## config.mk

```make
export PLATFORM = sky130hd
export DESIGN_NAME = acs_sequencer
export DESIGN_NICKNAME = d
export VERILOG_FILES = /design/src/logic/acs_pkg.sv /design/src/logic/acs_sequencer.sv
export SDC_FILE = /design/constraint.sdc
export NUM_CORES = 1
export LEC_CHECK = 0
export BUFFER_PORTS_ARGS = -buffer_cell sky130_fd_sc_hd__buf_4
export CORE_MARGIN = 3
export CORE_UTILIZATION = 40
export CTS_BUF_LIST = sky130_fd_sc_hd__clkbuf_4 sky130_fd_sc_hd__clkbuf_8
export DETAILED_ROUTE_END_ITERATION = 10
export SKIP_CTS_REPAIR_TIMING = 1
export SLEW_MARGIN = 20
export SYNTH_ARGS = -nofsm -noshare
export SYNTH_HDL_FRONTEND = slang
export SYNTH_SLANG_ARGS = --single-unit
```

## constraint.sdc

```tcl
create_clock -name mclk -period 7.07 [get_ports mclk]
set_clock_uncertainty 0.1 [all_clocks]
set_input_delay 1.414 -clock mclk [delete_from_list [all_inputs] [get_ports mclk]]
set_output_delay 1.414 -clock mclk [all_outputs]
set_load 0.02 [all_outputs]
```

## src/logic/acs_pkg.sv

```systemverilog
// ==========================================================
// Calibration sequencer constants
package acs_pkg;
   // Register byte addresses.
   localparam logic [7:0] REG_CTRL = 8'h00;
   localparam logic [7:0] REG_TRIG = 8'h04;
   localparam logic [7:0] REG_DELAY = 8'h08;
   localparam logic [7:0] REG_STATUS = 8'h0c;
   localparam logic [7:0] REG_TRIM0 = 8'h10;
   // Control register bit positions.
   localparam int CTRL_CAL_EN = 0;
   localparam int CTRL_BG = 1;
   localparam int CTRL_FG_OS = 2;
   localparam int CTRL_BG_OS = 3;
   localparam int CTRL_LP = 4;
   localparam int CTRL_LP_SWAP = 5;
   localparam int CTRL_TRIG_SRC = 6;
   localparam int CTRL_SINGLE = 7;
   localparam int CTRL_IN_SEL = 8;
   localparam int CTRL_W = 9;
   // Delay register fields and status positions.
   localparam int DLY_SLEEP_LSB = 0;
   localparam int DLY_SETTLE_LSB = 16;
   localparam int ST_COMPLETE = 0;
   localparam int ST_BUSY = 1;
   localparam int ST_SLOT_A = 2;
   localparam int ST_SLOT_B = 4;
   localparam int ST_SPARE = 6;
   localparam int ST_ASLEEP = 8;
   // Reset values.
   localparam logic [8:0] CTRL_RST = 9'h001;
   localparam logic [15:0] SLEEP_RST = 16'h0100;
   localparam logic [15:0] SETTLE_RST = 16'h0040;
   // Sample width, mid-code and core identities.
   localparam int SAMPLE_W = 12;
   localparam logic [11:0] MID_CODE = 12'h000;
   localparam logic [1:0] CORE_A = 2'h0;
   localparam logic [1:0] CORE_B = 2'h1;
   localparam logic [1:0] CORE_C = 2'h2;
   // Sequencer states, Gray coded from ST_IDLE through ST_SWAP in listed order, but not on the ST_SWAP to ST_SLEEP return.
   typedef enum logic [2:0] {
      ST_IDLE = 3'h0,
      ST_FG = 3'h1,
      ST_FG_OFS = 3'h3,
      ST_SLEEP = 3'h2,
      ST_WAKE = 3'h6,
      ST_BG_CAL = 3'h7,
      ST_SWAP = 3'h5
   } acs_state_t;
endpackage : acs_pkg

```

## src/logic/acs_sequencer.sv

```systemverilog
`timescale 1ns/10ps
// ==========================================================
// Calibration sequencer for a three-core interleaved converter
// Overview of operation
// Foreground or background calibration, each with optional offset step.
// Foreground calibration forces every output sample to mid-code zero.
// Three two-bank cores: A, B and spare C.
// Foreground: A takes input A, B input B; single channel shares one.
// Background: spare core C periodically substitutes for core A or B.
// Calibrated spare takes over; released core becomes next spare.
// Foreground calibration runs at power-up; host waits before writing.
// Trigger comes from pin or software bit, chosen by source select.
// Host enables background: background on, source select 0, soft bit 1.
// Low-power background keeps offline spare powered down until due.
// Sleep delay sets spare sleep time when automatic swapping.
// Settle delay sets how long a woken spare settles before calibrating.
// Swap select picks automatic swapping or swapping on trigger.
// Host avoids low-power background with single-channel operation.
// Foreground offset enable runs input offset calibration once.
// Background offset enable recalculates offset each background pass.
// Host sets foreground offset enable before calibration enable.
// Offset results land in trim registers; host writes then blocked.
// Host reads trims only after completion, never in background offset.
// Trims start at factory values and stay readable and writable.
// Rising edge of selected trigger starts; completion flag set at end.
module acs_sequencer
   import acs_pkg::*;
#(
   parameter logic [11:0] TRIM_A_INIT = 12'h800,
   parameter logic [11:0] TRIM_B_INIT = 12'h800,
   parameter logic [11:0] TRIM_C_INIT = 12'h800
) (
   // Clock and reset.
   input wire logic mclk,
   input wire logic resetn,
   // Register port.
   input wire logic [7:0] reg_addr,
   input wire logic [31:0] reg_wdata,
   input wire logic reg_wr,
   input wire logic reg_rd,
   output logic [31:0] reg_rdata,
   // External trigger pin.
   input wire logic calibration_trigger_pin,
   // Core samples and channel outputs.
   input wire logic [11:0] core_sample_a,
   input wire logic [11:0] core_sample_b,
   input wire logic [11:0] core_sample_c,
   output logic [11:0] chan_a_data,
   output logic [11:0] chan_b_data,
   // Core routing and power.
   output logic [2:0] core_input_b,
   output logic [2:0] core_power_on,
   // Calibration engine handshake.
   output logic cal_req,
   output logic [2:0] cal_core_mask,
   output logic cal_offset,
   input wire logic cal_ack,
   input wire logic [11:0] ofs_result_a,
   input wire logic [11:0] ofs_result_b,
   input wire logic [11:0] ofs_result_c
);
   // ==========================================================
   // Registers and state
   logic [8:0] ctrl, next_ctrl;
   logic soft_trig, next_soft_trig;
   logic [15:0] sleep_dly, next_sleep_dly;
   logic [15:0] settle_dly, next_settle_dly;
   logic [31:0] next_rdata;
   logic fg_complete, next_fg_complete;
   acs_state_t state, next_state;
   logic [15:0] timer, next_timer;
   logic [1:0] slot_a, slot_b, spare;
   logic [1:0] next_slot_a, next_slot_b, next_spare;
   logic swap_b, next_swap_b;
   logic trig_q, trig_src, trig_edge;
   logic [11:0] trim [3];
   logic [11:0] ofs_res [3];
   logic [11:0] sample [3];
   logic [11:0] next_chan_a, next_chan_b;
   logic fg_active, ofs_in_use, spare_asleep, ofs_ack;

   assign ofs_res[0] = ofs_result_a;
   assign ofs_res[1] = ofs_result_b;
   assign ofs_res[2] = ofs_result_c;
   assign sample[0] = core_sample_a;
   assign sample[1] = core_sample_b;
   assign sample[2] = core_sample_c;
   assign fg_active = (state == ST_FG) || (state == ST_FG_OFS);
   assign ofs_in_use = ctrl[CTRL_FG_OS] | ctrl[CTRL_BG_OS];
   assign ofs_ack = cal_ack & cal_offset;

   // ==========================================================
   // Trigger selection and edge detection
   // Select pin or software bit, then catch the rising edge.
   assign trig_src = ctrl[CTRL_TRIG_SRC] ? calibration_trigger_pin
                                         : soft_trig;
   assign trig_edge = trig_src & ~trig_q;

   // Remember the previous trigger level.
   always_ff @(posedge mclk) begin
      if (!resetn) begin
         trig_q <= 1'b0;
      end else begin
         trig_q <= trig_src;
      end
   end

   // ==========================================================
   // Register file
   // Decode writes and build the read word.
   always_comb begin
      next_ctrl = ctrl;
      next_soft_trig = soft_trig;
      next_sleep_dly = sleep_dly;
      next_settle_dly = settle_dly;
      next_rdata = 32'h0000_0000;
      if (reg_wr) begin
         case (reg_addr)
            REG_CTRL: next_ctrl = reg_wdata[CTRL_W-1:0];
            REG_TRIG: next_soft_trig = reg_wdata[0];
            REG_DELAY: begin
               next_sleep_dly = reg_wdata[DLY_SLEEP_LSB +: 16];
               next_settle_dly = reg_wdata[DLY_SETTLE_LSB +: 16];
            end
            default: next_ctrl = ctrl;
         endcase
      end
      if (reg_rd) begin
         case (reg_addr)
            REG_CTRL: next_rdata[CTRL_W-1:0] = ctrl;
            REG_TRIG: next_rdata[0] = soft_trig;
            REG_DELAY: begin
               next_rdata[DLY_SLEEP_LSB +: 16] = sleep_dly;
               next_rdata[DLY_SETTLE_LSB +: 16] = settle_dly;
            end
            REG_STATUS: begin
               next_rdata[ST_COMPLETE] = fg_complete;
               next_rdata[ST_BUSY] = (state != ST_IDLE);
               next_rdata[ST_SLOT_A +: 2] = slot_a;
               next_rdata[ST_SLOT_B +: 2] = slot_b;
               next_rdata[ST_SPARE +: 2] = spare;
               next_rdata[ST_ASLEEP] = spare_asleep;
            end
            REG_TRIM0: next_rdata[11:0] = trim[0];
            REG_TRIM0 + 8'h04: next_rdata[11:0] = trim[1];
            REG_TRIM0 + 8'h08: next_rdata[11:0] = trim[2];
            default: next_rdata = 32'h0000_0000;
         endcase
      end
   end

   // Register the configuration and read data.
   always_ff @(posedge mclk) begin
      if (!resetn) begin
         ctrl <= CTRL_RST;
         soft_trig <= 1'b0;
         sleep_dly <= SLEEP_RST;
         settle_dly <= SETTLE_RST;
         reg_rdata <= 32'h0000_0000;
      end else begin
         ctrl <= next_ctrl;
         soft_trig <= next_soft_trig;
         sleep_dly <= next_sleep_dly;
         settle_dly <= next_settle_dly;
         reg_rdata <= next_rdata;
      end
   end

   // ==========================================================
   // Input offset trims, one per core
   genvar gi;
   generate
      for (gi = 0; gi < 3; gi++) begin : g_trim
         localparam logic [11:0] INIT = (gi == 0) ? TRIM_A_INIT :
                                        (gi == 1) ? TRIM_B_INIT :
                                                    TRIM_C_INIT;
         localparam logic [7:0] ADDR = REG_TRIM0 + 8'(4 * gi);
         logic [11:0] next_trim;
         // Offset results win; host writes only while offset is unused.
         always_comb begin
            next_trim = trim[gi];
            if (ofs_ack && cal_core_mask[gi]) begin
               next_trim = ofs_res[gi];
            end else if (reg_wr && reg_addr == ADDR && !ofs_in_use) begin
               next_trim = reg_wdata[11:0];
            end
         end
         // Trims come up at their factory values.
         always_ff @(posedge mclk) begin
            if (!resetn) begin
               trim[gi] <= INIT;
            end else begin
               trim[gi] <= next_trim;
            end
         end
      end
   endgenerate

   // ==========================================================
   // Calibration sequence
   // Step through foreground, offset and background rotation.
   always_comb begin
      next_state = state;
      next_timer = timer + 16'h0001;
      next_fg_complete = fg_complete;
      next_slot_a = slot_a;
      next_slot_b = slot_b;
      next_spare = spare;
      next_swap_b = swap_b;
      case (state)
         ST_IDLE: begin
            if (trig_edge && ctrl[CTRL_CAL_EN]) begin
               next_state = ST_FG;
               next_fg_complete = 1'b0;
            end
         end
         ST_FG: begin
            if (cal_ack) begin
               if (ctrl[CTRL_FG_OS]) begin
                  next_state = ST_FG_OFS;
               end else begin
                  next_state = ctrl[CTRL_BG] ? ST_SLEEP : ST_IDLE;
                  next_fg_complete = 1'b1;
               end
            end
         end
         ST_FG_OFS: begin
            if (cal_ack) begin
               next_state = ctrl[CTRL_BG] ? ST_SLEEP : ST_IDLE;
               next_fg_complete = 1'b1;
            end
         end
         ST_SLEEP: begin
            if (!ctrl[CTRL_BG]) begin
               next_state = ST_IDLE;
            end else if (!ctrl[CTRL_LP]) begin
               next_state = ST_BG_CAL;
            end else if (ctrl[CTRL_LP_SWAP] ? trig_edge
                                            : (timer >= sleep_dly)) begin
               next_state = ST_WAKE;
            end
         end
         ST_WAKE: begin
            if (timer >= settle_dly) begin
               next_state = ST_BG_CAL;
            end
         end
         ST_BG_CAL: begin
            if (cal_ack) begin
               next_state = ST_SWAP;
            end
         end
         ST_SWAP: begin
            // Spare replaces one slot; released core becomes the spare.
            if (swap_b) begin
               next_slot_b = spare;
               next_spare = slot_b;
            end else begin
               next_slot_a = spare;
               next_spare = slot_a;
            end
            next_swap_b = ~swap_b;
            next_state = ST_SLEEP;
         end
         default: next_state = ST_IDLE;
      endcase
      if (next_state != state) begin
         next_timer = 16'h0000;
      end
   end

   // Register the sequencer; reset starts a foreground pass.
   always_ff @(posedge mclk) begin
      if (!resetn) begin
         state <= ST_FG;
         timer <= 16'h0000;
         fg_complete <= 1'b0;
         slot_a <= CORE_A;
         slot_b <= CORE_B;
         spare <= CORE_C;
         swap_b <= 1'b0;
      end else begin
         state <= next_state;
         timer <= next_timer;
         fg_complete <= next_fg_complete;
         slot_a <= next_slot_a;
         slot_b <= next_slot_b;
         spare <= next_spare;
         swap_b <= next_swap_b;
      end
   end

   // ==========================================================
   // Engine requests, routing and power
   // Foreground works on both active slots, background on the spare.
   assign cal_req = fg_active || (state == ST_BG_CAL);
   assign cal_offset = (state == ST_FG_OFS) ||
                       ((state == ST_BG_CAL) && ctrl[CTRL_BG_OS]);
   assign spare_asleep = ctrl[CTRL_LP] && (state == ST_SLEEP);
   generate
      for (gi = 0; gi < 3; gi++) begin : g_core
         logic is_a, is_b;
         assign is_a = (slot_a == 2'(gi));
         assign is_b = (slot_b == 2'(gi));
         assign cal_core_mask[gi] = fg_active ? (is_a | is_b)
                                              : (spare == 2'(gi));
         // Single channel shares the chosen input across cores.
         assign core_input_b[gi] = ctrl[CTRL_SINGLE] ? ctrl[CTRL_IN_SEL] :
                                   is_a ? 1'b0 : is_b ? 1'b1 :
                                   swap_b;
         assign core_power_on[gi] = !(spare_asleep && spare == 2'(gi));
      end
   endgenerate

   // ==========================================================
   // Output data
   // Hold mid-code during foreground, else pass the slot cores.
   always_comb begin
      next_chan_a = fg_active ? MID_CODE : sample[slot_a];
      next_chan_b = fg_active ? MID_CODE : sample[slot_b];
   end

   // Register the channel outputs.
   always_ff @(posedge mclk) begin
      if (!resetn) begin
         chan_a_data <= MID_CODE;
         chan_b_data <= MID_CODE;
      end else begin
         chan_a_data <= next_chan_a;
         chan_b_data <= next_chan_b;
      end
   end

   // ==========================================================
   // Checks
   chk_mid_code_out: assert property (@(posedge mclk) disable iff (!resetn)
      fg_active |=> chan_a_data == MID_CODE && chan_b_data == MID_CODE)
      else $error("output not mid-code in foreground");
   chk_power_up_fg: assert property (@(posedge mclk)
      !resetn ##1 resetn |-> state == ST_FG)
      else $error("no foreground pass after reset");
   chk_trigger_start: assert property (@(posedge mclk) disable iff (!resetn)
      state == ST_IDLE && trig_edge && ctrl[CTRL_CAL_EN]
      |=> state == ST_FG && !fg_complete)
      else $error("trigger edge did not start calibration");
   chk_foreground_complete_flag: assert property (@(posedge mclk) disable iff (!resetn)
      state == ST_FG && cal_ack && !ctrl[CTRL_FG_OS] |=> fg_complete)
      else $error("completion flag not set");
   chk_offset_once: assert property (@(posedge mclk) disable iff (!resetn)
      state == ST_FG_OFS && cal_ack |=> !fg_active ##1 state != ST_FG_OFS)
      else $error("offset step repeated");
   chk_spare_sleeps: assert property (@(posedge mclk) disable iff (!resetn)
      state == ST_SLEEP && ctrl[CTRL_LP] |-> !core_power_on[spare])
      else $error("sleeping spare is powered");
   chk_swap_rotate: assert property (@(posedge mclk) disable iff (!resetn)
      state == ST_SWAP |=> ($past(swap_b) ? spare == $past(slot_b)
                                          : spare == $past(slot_a)))
      else $error("released core not made spare");
   chk_trim_locked: assert property (@(posedge mclk) disable iff (!resetn)
      reg_wr && reg_addr == REG_TRIM0 && ofs_in_use && !ofs_ack
      |=> $stable(trim[0]))
      else $error("trim written while offset in use");
   chk_settle_wait: assert property (@(posedge mclk) disable iff (!resetn)
      state == ST_WAKE && timer < settle_dly |=> state == ST_WAKE)
      else $error("spare left settle early");
   chk_bg_offset: assert property (@(posedge mclk) disable iff (!resetn)
      state == ST_BG_CAL |-> cal_offset == ctrl[CTRL_BG_OS])
      else $error("background offset request wrong");
endmodule : acs_sequencer

```

==> out/metrics.cfg, run 1 <==
[status]
status = completed

[sta]
slew_headroom_pct = 28.31
drv_slew = 0
layout_setup_ws_ns = 3.029
tightest_slew_ns = 1.075
rsz0062_at_grt = false
fin_tns_setup_ns = 0
final_hold_viol_count = 0
max_freq_mhz = 247.5
finalSetupViolations = 0
period_minus_slack_ns = 4.041
period_share_pct = 57.16

[die]
die_w_um = 146.3
dieArea_um2 = 21390
die_h_um = 146.3
core_area_um2 = 19020
initial_core_util_pct = 41.38
num_rows = 50
pin_count = 185

[pwr]
internal_power_w = 0.001300
seqPwrFrac_pct = 54.0
power_leakage_nw = 4.219
comb_power_share_pct = 8.0
vdd_drop_max_mv = 0.1104
p_sw_w = 0.0004104
switching_share_pct = 23.99
power_frac_clock_pct = 38.1
p_per_area_nw_per_um2 = 175.4

[critical_path]
critPathMaxStageDelay_ns = 0.79
worst_ep_arrival_time_ns = 4.26
cp-start-kind = input pin
timing.critical_path.max_delay_family = simple AND/OR/NAND/NOR gates
cpMaxStageDelayCell = nor3b_4
required_ns = 7.29
cp-end-kind = flip-flop
path_cells = buf_4, or4_1, nor3_4, nor3b_4, mux2_2, mux2i_1, nand2_1
cp.buffers_inverters = 1
path_class = in2reg
crit_fanout = 12

[synthesis]
yosysWarnings = 0
synth_nets = 1057
synth_cells = 906
synth.cell_area_um2 = 7870
synth.distinct_cells = 57
synth.ff_latch_count = 162
ys_seq_area_share_pct = 41.21
synth.avg_cell_area_um2 = 8.687
synth_edf_count = 0
yosys_most_used_dff = dfxtp_1
async_flop_share_pct = 0

[placed_design]
dp_slack_ns = 2.541
globalplace.congestion = 0.8432
numPortBuffers = 184
hpwl_um = 16420

[grt]
grt_pass1_wl_um = 36270
grt_pass1_vias = 6776
grt_overflow = 0
antenna_found_initial = 0
track_usage_pct = 21.03
grt_max_degree = 80

[finish]
mostFrequentLayoutCell = buf_4
syn_to_final_growth_pct = 23.90
drive_gt1_share_pct = 22.20
final_cell_mix = 191 x buf_4, 162 x dfxtp_1, 127 x nand2_1
diodes = 0
nets = 1210
fill_cells = 1901

[clock_tree]
htreeDepth = 4
clk_latency_ns = 0.45
cts-root-buf = clkbuf_8
cts_buffers = 17
clk_path_buf_depth = 2
clk_pin_slew_ns = 0.09
clock-sinks = 162
cts_tree = yes

[drt]
routed_wl_um = 22530
wl_per_cell_um = 16.92
drt_first_iter_violations = 491
drtPass1Iterations = 5
num_vias = 6848
post_drt_via_cell_ratio = 5.141
ant_nets = 0
drc = 0

[min_path]
min_path_type = reg2reg

[flow_run]
max_cap_violations = 0

[sequential cells by signal, summed over array words and instances, names as in the netlist]
name         cells
chan_a_data     12
chan_b_data     12
ctrl             9
fg_complete      1
reg_rdata       32
settle_dly      16
sleep_dly       16
slot_a           2
slot_b           2
soft_trig        1
spare            2
state            3
swap_b           1
timer           16
trig_q           1
trim            36
[layout make-up]
| type | count | area (µm²) | area share, % |
|---|---|---|---|
| multi-input combinational | 651 | 4244 | 43.53 |
| sequential | 162 | 3243 | 33.26 |
| timing repair buffer | 191 | 1434 | 14.71 |
| tap | 260 | 325.3 | 3.336 |
| clock buffer | 23 | 291.5 | 2.990 |
| inverter | 36 | 135.1 | 1.386 |
| clock inverter | 9 | 77.57 | 0.7956 |
[power by group through the flow]
stage          logic [W]  registers (W)  clock network [W]
2_1_floorplan  0.0000496       0.000949                  0
3_3_place_gp    0.000137       0.000945                  0
3_5_place_dp    0.000137       0.000944                  0
4_1_cts         0.000138       0.000923           0.000669
5_1_grt         0.000150       0.000924           0.000714
6_report        0.000137       0.000923           0.000651
[routing by layer]
| layer | vias up | share of wire, % | track usage [%] | wire length [µm] |
|---|---|---|---|---|
| met5 | - | 0 | 0 | 0 |
| met1 | 3186 | 45 | 27.60 | 10030 |
| met4 | 0 | 2.2 | 5.880 | 487 |
| li1 | 3445 | - | - | - |
| met2 | 183 | 48 | 35.12 | 10840 |
| met3 | 34 | 5.2 | 4.438 | 1179 |
[final timing paths]
path / startpoint / end / slack [ns] / cells past startpoint
max: reg_addr[0] / trim[0][11]$_SDFFE_PN1P_ / 3.03 / 7
min: settle_dly[6]$_SDFFE_PN1P_ / reg_rdata[22]$_SDFF_PN0_ / 0.37 / 1
max reg2reg: slot_a[0]$_SDFFE_PN0P_ / trim[1][7]$_SDFFE_PN0P_ / 3.95 / 6
min reg2reg: settle_dly[6]$_SDFFE_PN1P_ / reg_rdata[22]$_SDFF_PN0_ / 0.37 / 1
[per-stage QoR]
stage                     util [%]  total power, W  instance area, µm²  hold WS, ns  cells
after floorplan                  -       0.0009989                7870       0.3298    906
after global placement       49.32        0.001082                9379       0.3490   1300
after global routing         51.27        0.001788                9751       0.3846   1332
after detailed placement     49.32        0.001082                9379       0.3475   1300
final                        51.27        0.001711                9751       0.3665   1332
after CTS                    51.26        0.001729                9748       0.3678   1332
[logic make-up (layout without fill, tap and decap cells)]
logic type | after synthesis | after routing | share of synthesized area, %
AO/OA/AOI/OAI | 196 | 196 | 16.38
XOR/XNOR | 14 | 14 | 1.558
adder cells (fa/ha/maj) | 33 | 33 | 5.246
buffers and inverters | 93 | 259 | 4.944
flip-flops | 162 | 162 | 41.21
multiplexers | 79 | 79 | 10.27
AND/OR/NAND/NOR | 329 | 329 | 20.40
[synth_stat cells (8+ instances only)]
| master | count | area [µm²] |
|---|---|---|
| dfxtp_1 | 162 | 3243 |
| a22o_1 | 8 | 70.07 |
| nor2b_1 | 17 | 106.4 |
| a22oi_1 | 16 | 120.1 |
| a21oi_1 | 53 | 265.3 |
| o21ai_0 | 30 | 150.1 |
| nor2_1 | 69 | 259.0 |
| o211a_1 | 13 | 130.1 |
| a31oi_1 | 8 | 50.05 |
| ha_1 | 33 | 412.9 |
| nand2_1 | 128 | 480.5 |
| and2_1 | 37 | 231.5 |
| nand2b_1 | 9 | 56.30 |
| xor2_1 | 9 | 78.83 |
| mux2i_1 | 74 | 740.7 |
| a21boi_0 | 29 | 217.7 |
| nor3_1 | 25 | 125.1 |
| o21ai_1 | 10 | 50.05 |
| clkbuf_1 | 46 | 172.7 |
| nand3_1 | 15 | 75.07 |
| inv_1 | 36 | 135.1 |
No activity file was read; power rests on OpenSTA's default activity.
==> inputs of run 2 (changes only) <==
--- a/config.mk
+++ b/config.mk
@@ -5,6 +5,7 @@
 export SDC_FILE = /design/constraint.sdc
 export NUM_CORES = 1
 export LEC_CHECK = 0
+export ABC_AREA = 1
 export BUFFER_PORTS_ARGS = -buffer_cell sky130_fd_sc_hd__buf_4
 export CORE_MARGIN = 3
 export CORE_UTILIZATION = 40
==> constraint.sdc (replaced) <==
create_clock -name mclk -period 3.9 [get_ports mclk]
set_clock_uncertainty 0.1 [all_clocks]
set_input_delay 0.78 -clock mclk [delete_from_list [all_inputs] [get_ports mclk]]
set_output_delay 0.78 -clock mclk [all_outputs]
set_load 0.02 [all_outputs]
==> out/metrics.cfg, run 2 <==
[status]
status = completed

[pwr]
power_leakage_nw = 4.442  ; +5.3%
p_sw_w = 0.0008119  ; +98%
p_per_area_nw_per_um2 = 332.1  ; +89%
seqPwrFrac_pct = 51.0  ; -3.0 points
internal_power_w = 0.002471  ; +90%
power_frac_clock_pct = 40.8  ; +2.7 points
comb_power_share_pct = 8.2  ; +0.2 points
power.total_w = 0.003283  ; +92%
vdd_drop_max_mv = 0.2090  ; +89%
switching_share_pct = 24.73  ; +0.73 points

[synthesis]
synth.cell_area_um2 = 7920  ; +0.64%
synth_most_common_cell = inv_1
synth_cells = 1058  ; +17%
synth_top_area_cell = dfxtp_1
yosys_most_used_dff = dfxtp_1
synth_nets = 1209  ; +14%
synth_top_area_share_pct = 40.95  ; -0.26 points
synthTopCellsByCount = 170 x inv_1, 162 x dfxtp_1, 135 x nand2_1, 113 x o21ai_0, 100 x nor2_1
ys_seq_area_share_pct = 40.95  ; -0.26 points
yosysWarnings = 0  ; unchanged
yosys-top-cells-area = dfxtp_1 41%, inv_1 8.1%, o21ai_0 7.1%, nand2_1 6.4%, a21oi_1 5.4%
synth_edf_count = 0  ; unchanged
synth.ff_latch_count = 162  ; unchanged
synth.avg_cell_area_um2 = 7.486  ; -14%
async_flop_share_pct = 0  ; unchanged
synth.distinct_cells = 51  ; -11%

[clock_tree]
clk_path_buf_depth = 2  ; unchanged
cts_tree = yes
clk_pin_slew_ns = 0.09  ; about the same
cts_buffers = 17  ; unchanged
clock-sinks = 162  ; unchanged
htreeDepth = 4  ; unchanged
clk_latency_ns = 0.45  ; about the same
cts-root-buf = clkbuf_8

[grt]
track_usage_pct = 20.73  ; -0.29 points
antenna_found_initial = 0  ; unchanged
grt_pass1_wl_um = 36030  ; -0.67%
grt_pass1_vias = 7120  ; +5.1%
grt_overflow = 0  ; unchanged
grt_max_degree = 84  ; +5.0%

[critical_path]
required_ns = 3.02  ; -4.27 ns
worst_ep_arrival_time_ns = 2.10  ; -2.16 ns
cpMaxStageDelayCell = dfxtp_1
cpMostUsedCell = buf_4
critPathMaxStageDelay_ns = 0.47  ; -0.32 ns
cp-end-kind = primary output
path_cells = inv_2, nor2_2, o21ai_1, o31ai_2, buf_4, buf_4
path_class = reg2out
crit_fanout = 13  ; +1
cp-start-kind = flip-flop

[finish]
post-route-util_pct = 51.82  ; +0.55 points
diodes = 0  ; unchanged
largest-register = trim
reg.largest.list = trim (36), reg_rdata (32)
largest_reg_flops = 36  ; unchanged
nets = 1378  ; +14%
drive_gt1_share_pct = 22.10  ; -0.10 points
mostFrequentLayoutCell = buf_4
final_cell_mix = 193 x buf_4, 170 x inv_1, 162 x dfxtp_1
syn_to_final_growth_pct = 24.83

[drt]
drc = 0  ; unchanged
drtPass1Iterations = 5  ; unchanged
wl_per_cell_um = 15.06  ; -11%
drt_first_iter_violations = 408  ; -17%
num_vias = 7455  ; +8.9%
routed_wl_um = 22590  ; +0.25%
ant_nets = 0  ; unchanged
post_drt_via_cell_ratio = 4.970  ; -3.3%

[die]
core_area_um2 = 19080  ; +0.33%
num_rows = 50  ; unchanged
die_w_um = 146.7  ; +0.30%
dieArea_um2 = 21530  ; +0.61%
die_h_um = 146.7  ; +0.30%
pin_count = 185  ; unchanged
initial_core_util_pct = 41.51  ; +0.13 points

[sta]
period_minus_slack_ns = 2.977
slew_headroom_pct = 47.15  ; +19 points
final_hold_viol_count = 0  ; unchanged
holdWs_ns = 0.3718  ; +0.005286 ns
tightest_slew_ns = 0.7927  ; -0.2827 ns
max_freq_mhz = 335.9
rsz0062_at_grt = false
fin_tns_setup_ns = 0  ; unchanged
drv_slew = 0  ; unchanged
period_share_pct = 76.33
finalSetupViolations = 0  ; unchanged

[placed_design]
hpwl_um = 16940  ; +3.2%
globalplace.congestion = 0.9190  ; +9.0%
numPortBuffers = 184  ; unchanged

[flow_run]
max_cap_violations = 0  ; unchanged

[min_path]
min_path_type = reg2reg

==> run 2: cell types whose count changed after synthesis, moves of 24 or more <==
cell and change:
nand3_1 +29, clkbuf_1 -30, nor2_1 +31, a21boi_0 -29, mux2i_1 -74, o22ai_1 +24
o21ai_0 +83, and2_1 -36, inv_1 +134, a21oi_1 +32
==> run 2: kinds of logic after synthesis <==
kind of cell / after synthesis / synth area share [%]
AND/OR/NAND/NOR: 338 / 20.17
AO/OA/AOI/OAI: 288 / 20.43
buffers and inverters: 223 / 11.69
flip-flops: 162 / 40.95
adder cells (fa/ha/maj): 33 / 5.213
XOR/XNOR: 14 / 1.548
==> run 2: layout make-up <==
cell class	count	area, µm²
Tap cell	260	325.3
Clock buffer	19	261.5
Sequential cell	162	3243
Inverter	180	683.2
Fill cell	1899	9194
Clock inverter	13	173.9
Timing Repair Buffer	193	1449
Multi-Input combinational cell	673	3751
==> run 2: critical path, delay by kind of cell, from the launching register on <==
kind                   cells  cell delay, ns
DFF                        1            0.47
and+or+nand+nor            1            0.41
buffers and inverters      3            0.52
AOI/OAI and AO/OA          2            0.23
==> run 2: power by group through the flow <==
stage	Combinational (W)	Sequential, W	Clock (W)
final	0.000268	0.00168	0.00134
after global routing	0.000295	0.00168	0.00144
after CTS	0.000270	0.00168	0.00137
after detailed placement	0.000269	0.00171	0
after global placement	0.000269	0.00171	0
after floorplan	0.000108	0.00172	0
==> run 2: worst paths after layout <==
kind	start	end	slack, ns	depth (start not counted)
worst min-delay path	timer[0]$_SDFF_PP0_	timer[0]$_SDFF_PP0_	0.37	1
worst min register to register	timer[0]$_SDFF_PP0_	timer[0]$_SDFF_PP0_	0.37	1
worst max register to register	state[0]$_SDFF_PN1_	trim[2][1]$_SDFFE_PN0P_	1.29	7
worst max-delay path	slot_a[0]$_SDFFE_PN0P_	cal_core_mask[1]	0.92	6
==> run 2: stage by stage <==
step	area, µm²	setup slack, ns	instances
finish	9887	0.9230	1500
global route	9887	0.7968	1500
CTS	9887	0.9109	1500
detailed placement	9452	0.9726	1468
global placement	9452	1.026	1468
floorplan	7920	1.596	1058
==> run 2: layer usage <==
| layer | GRT usage, % | routed length, µm | vias to the layer above |
|---|---|---|---|
| met2 | 34.20 | 10470 | 256 |
| li1 | - | - | 3809 |
| met5 | 0 | 0 | - |
| met4 | 7.385 | 526 | 0 |
| met3 | 4.226 | 1495 | 33 |
| met1 | 27.03 | 10100 | 3357 |
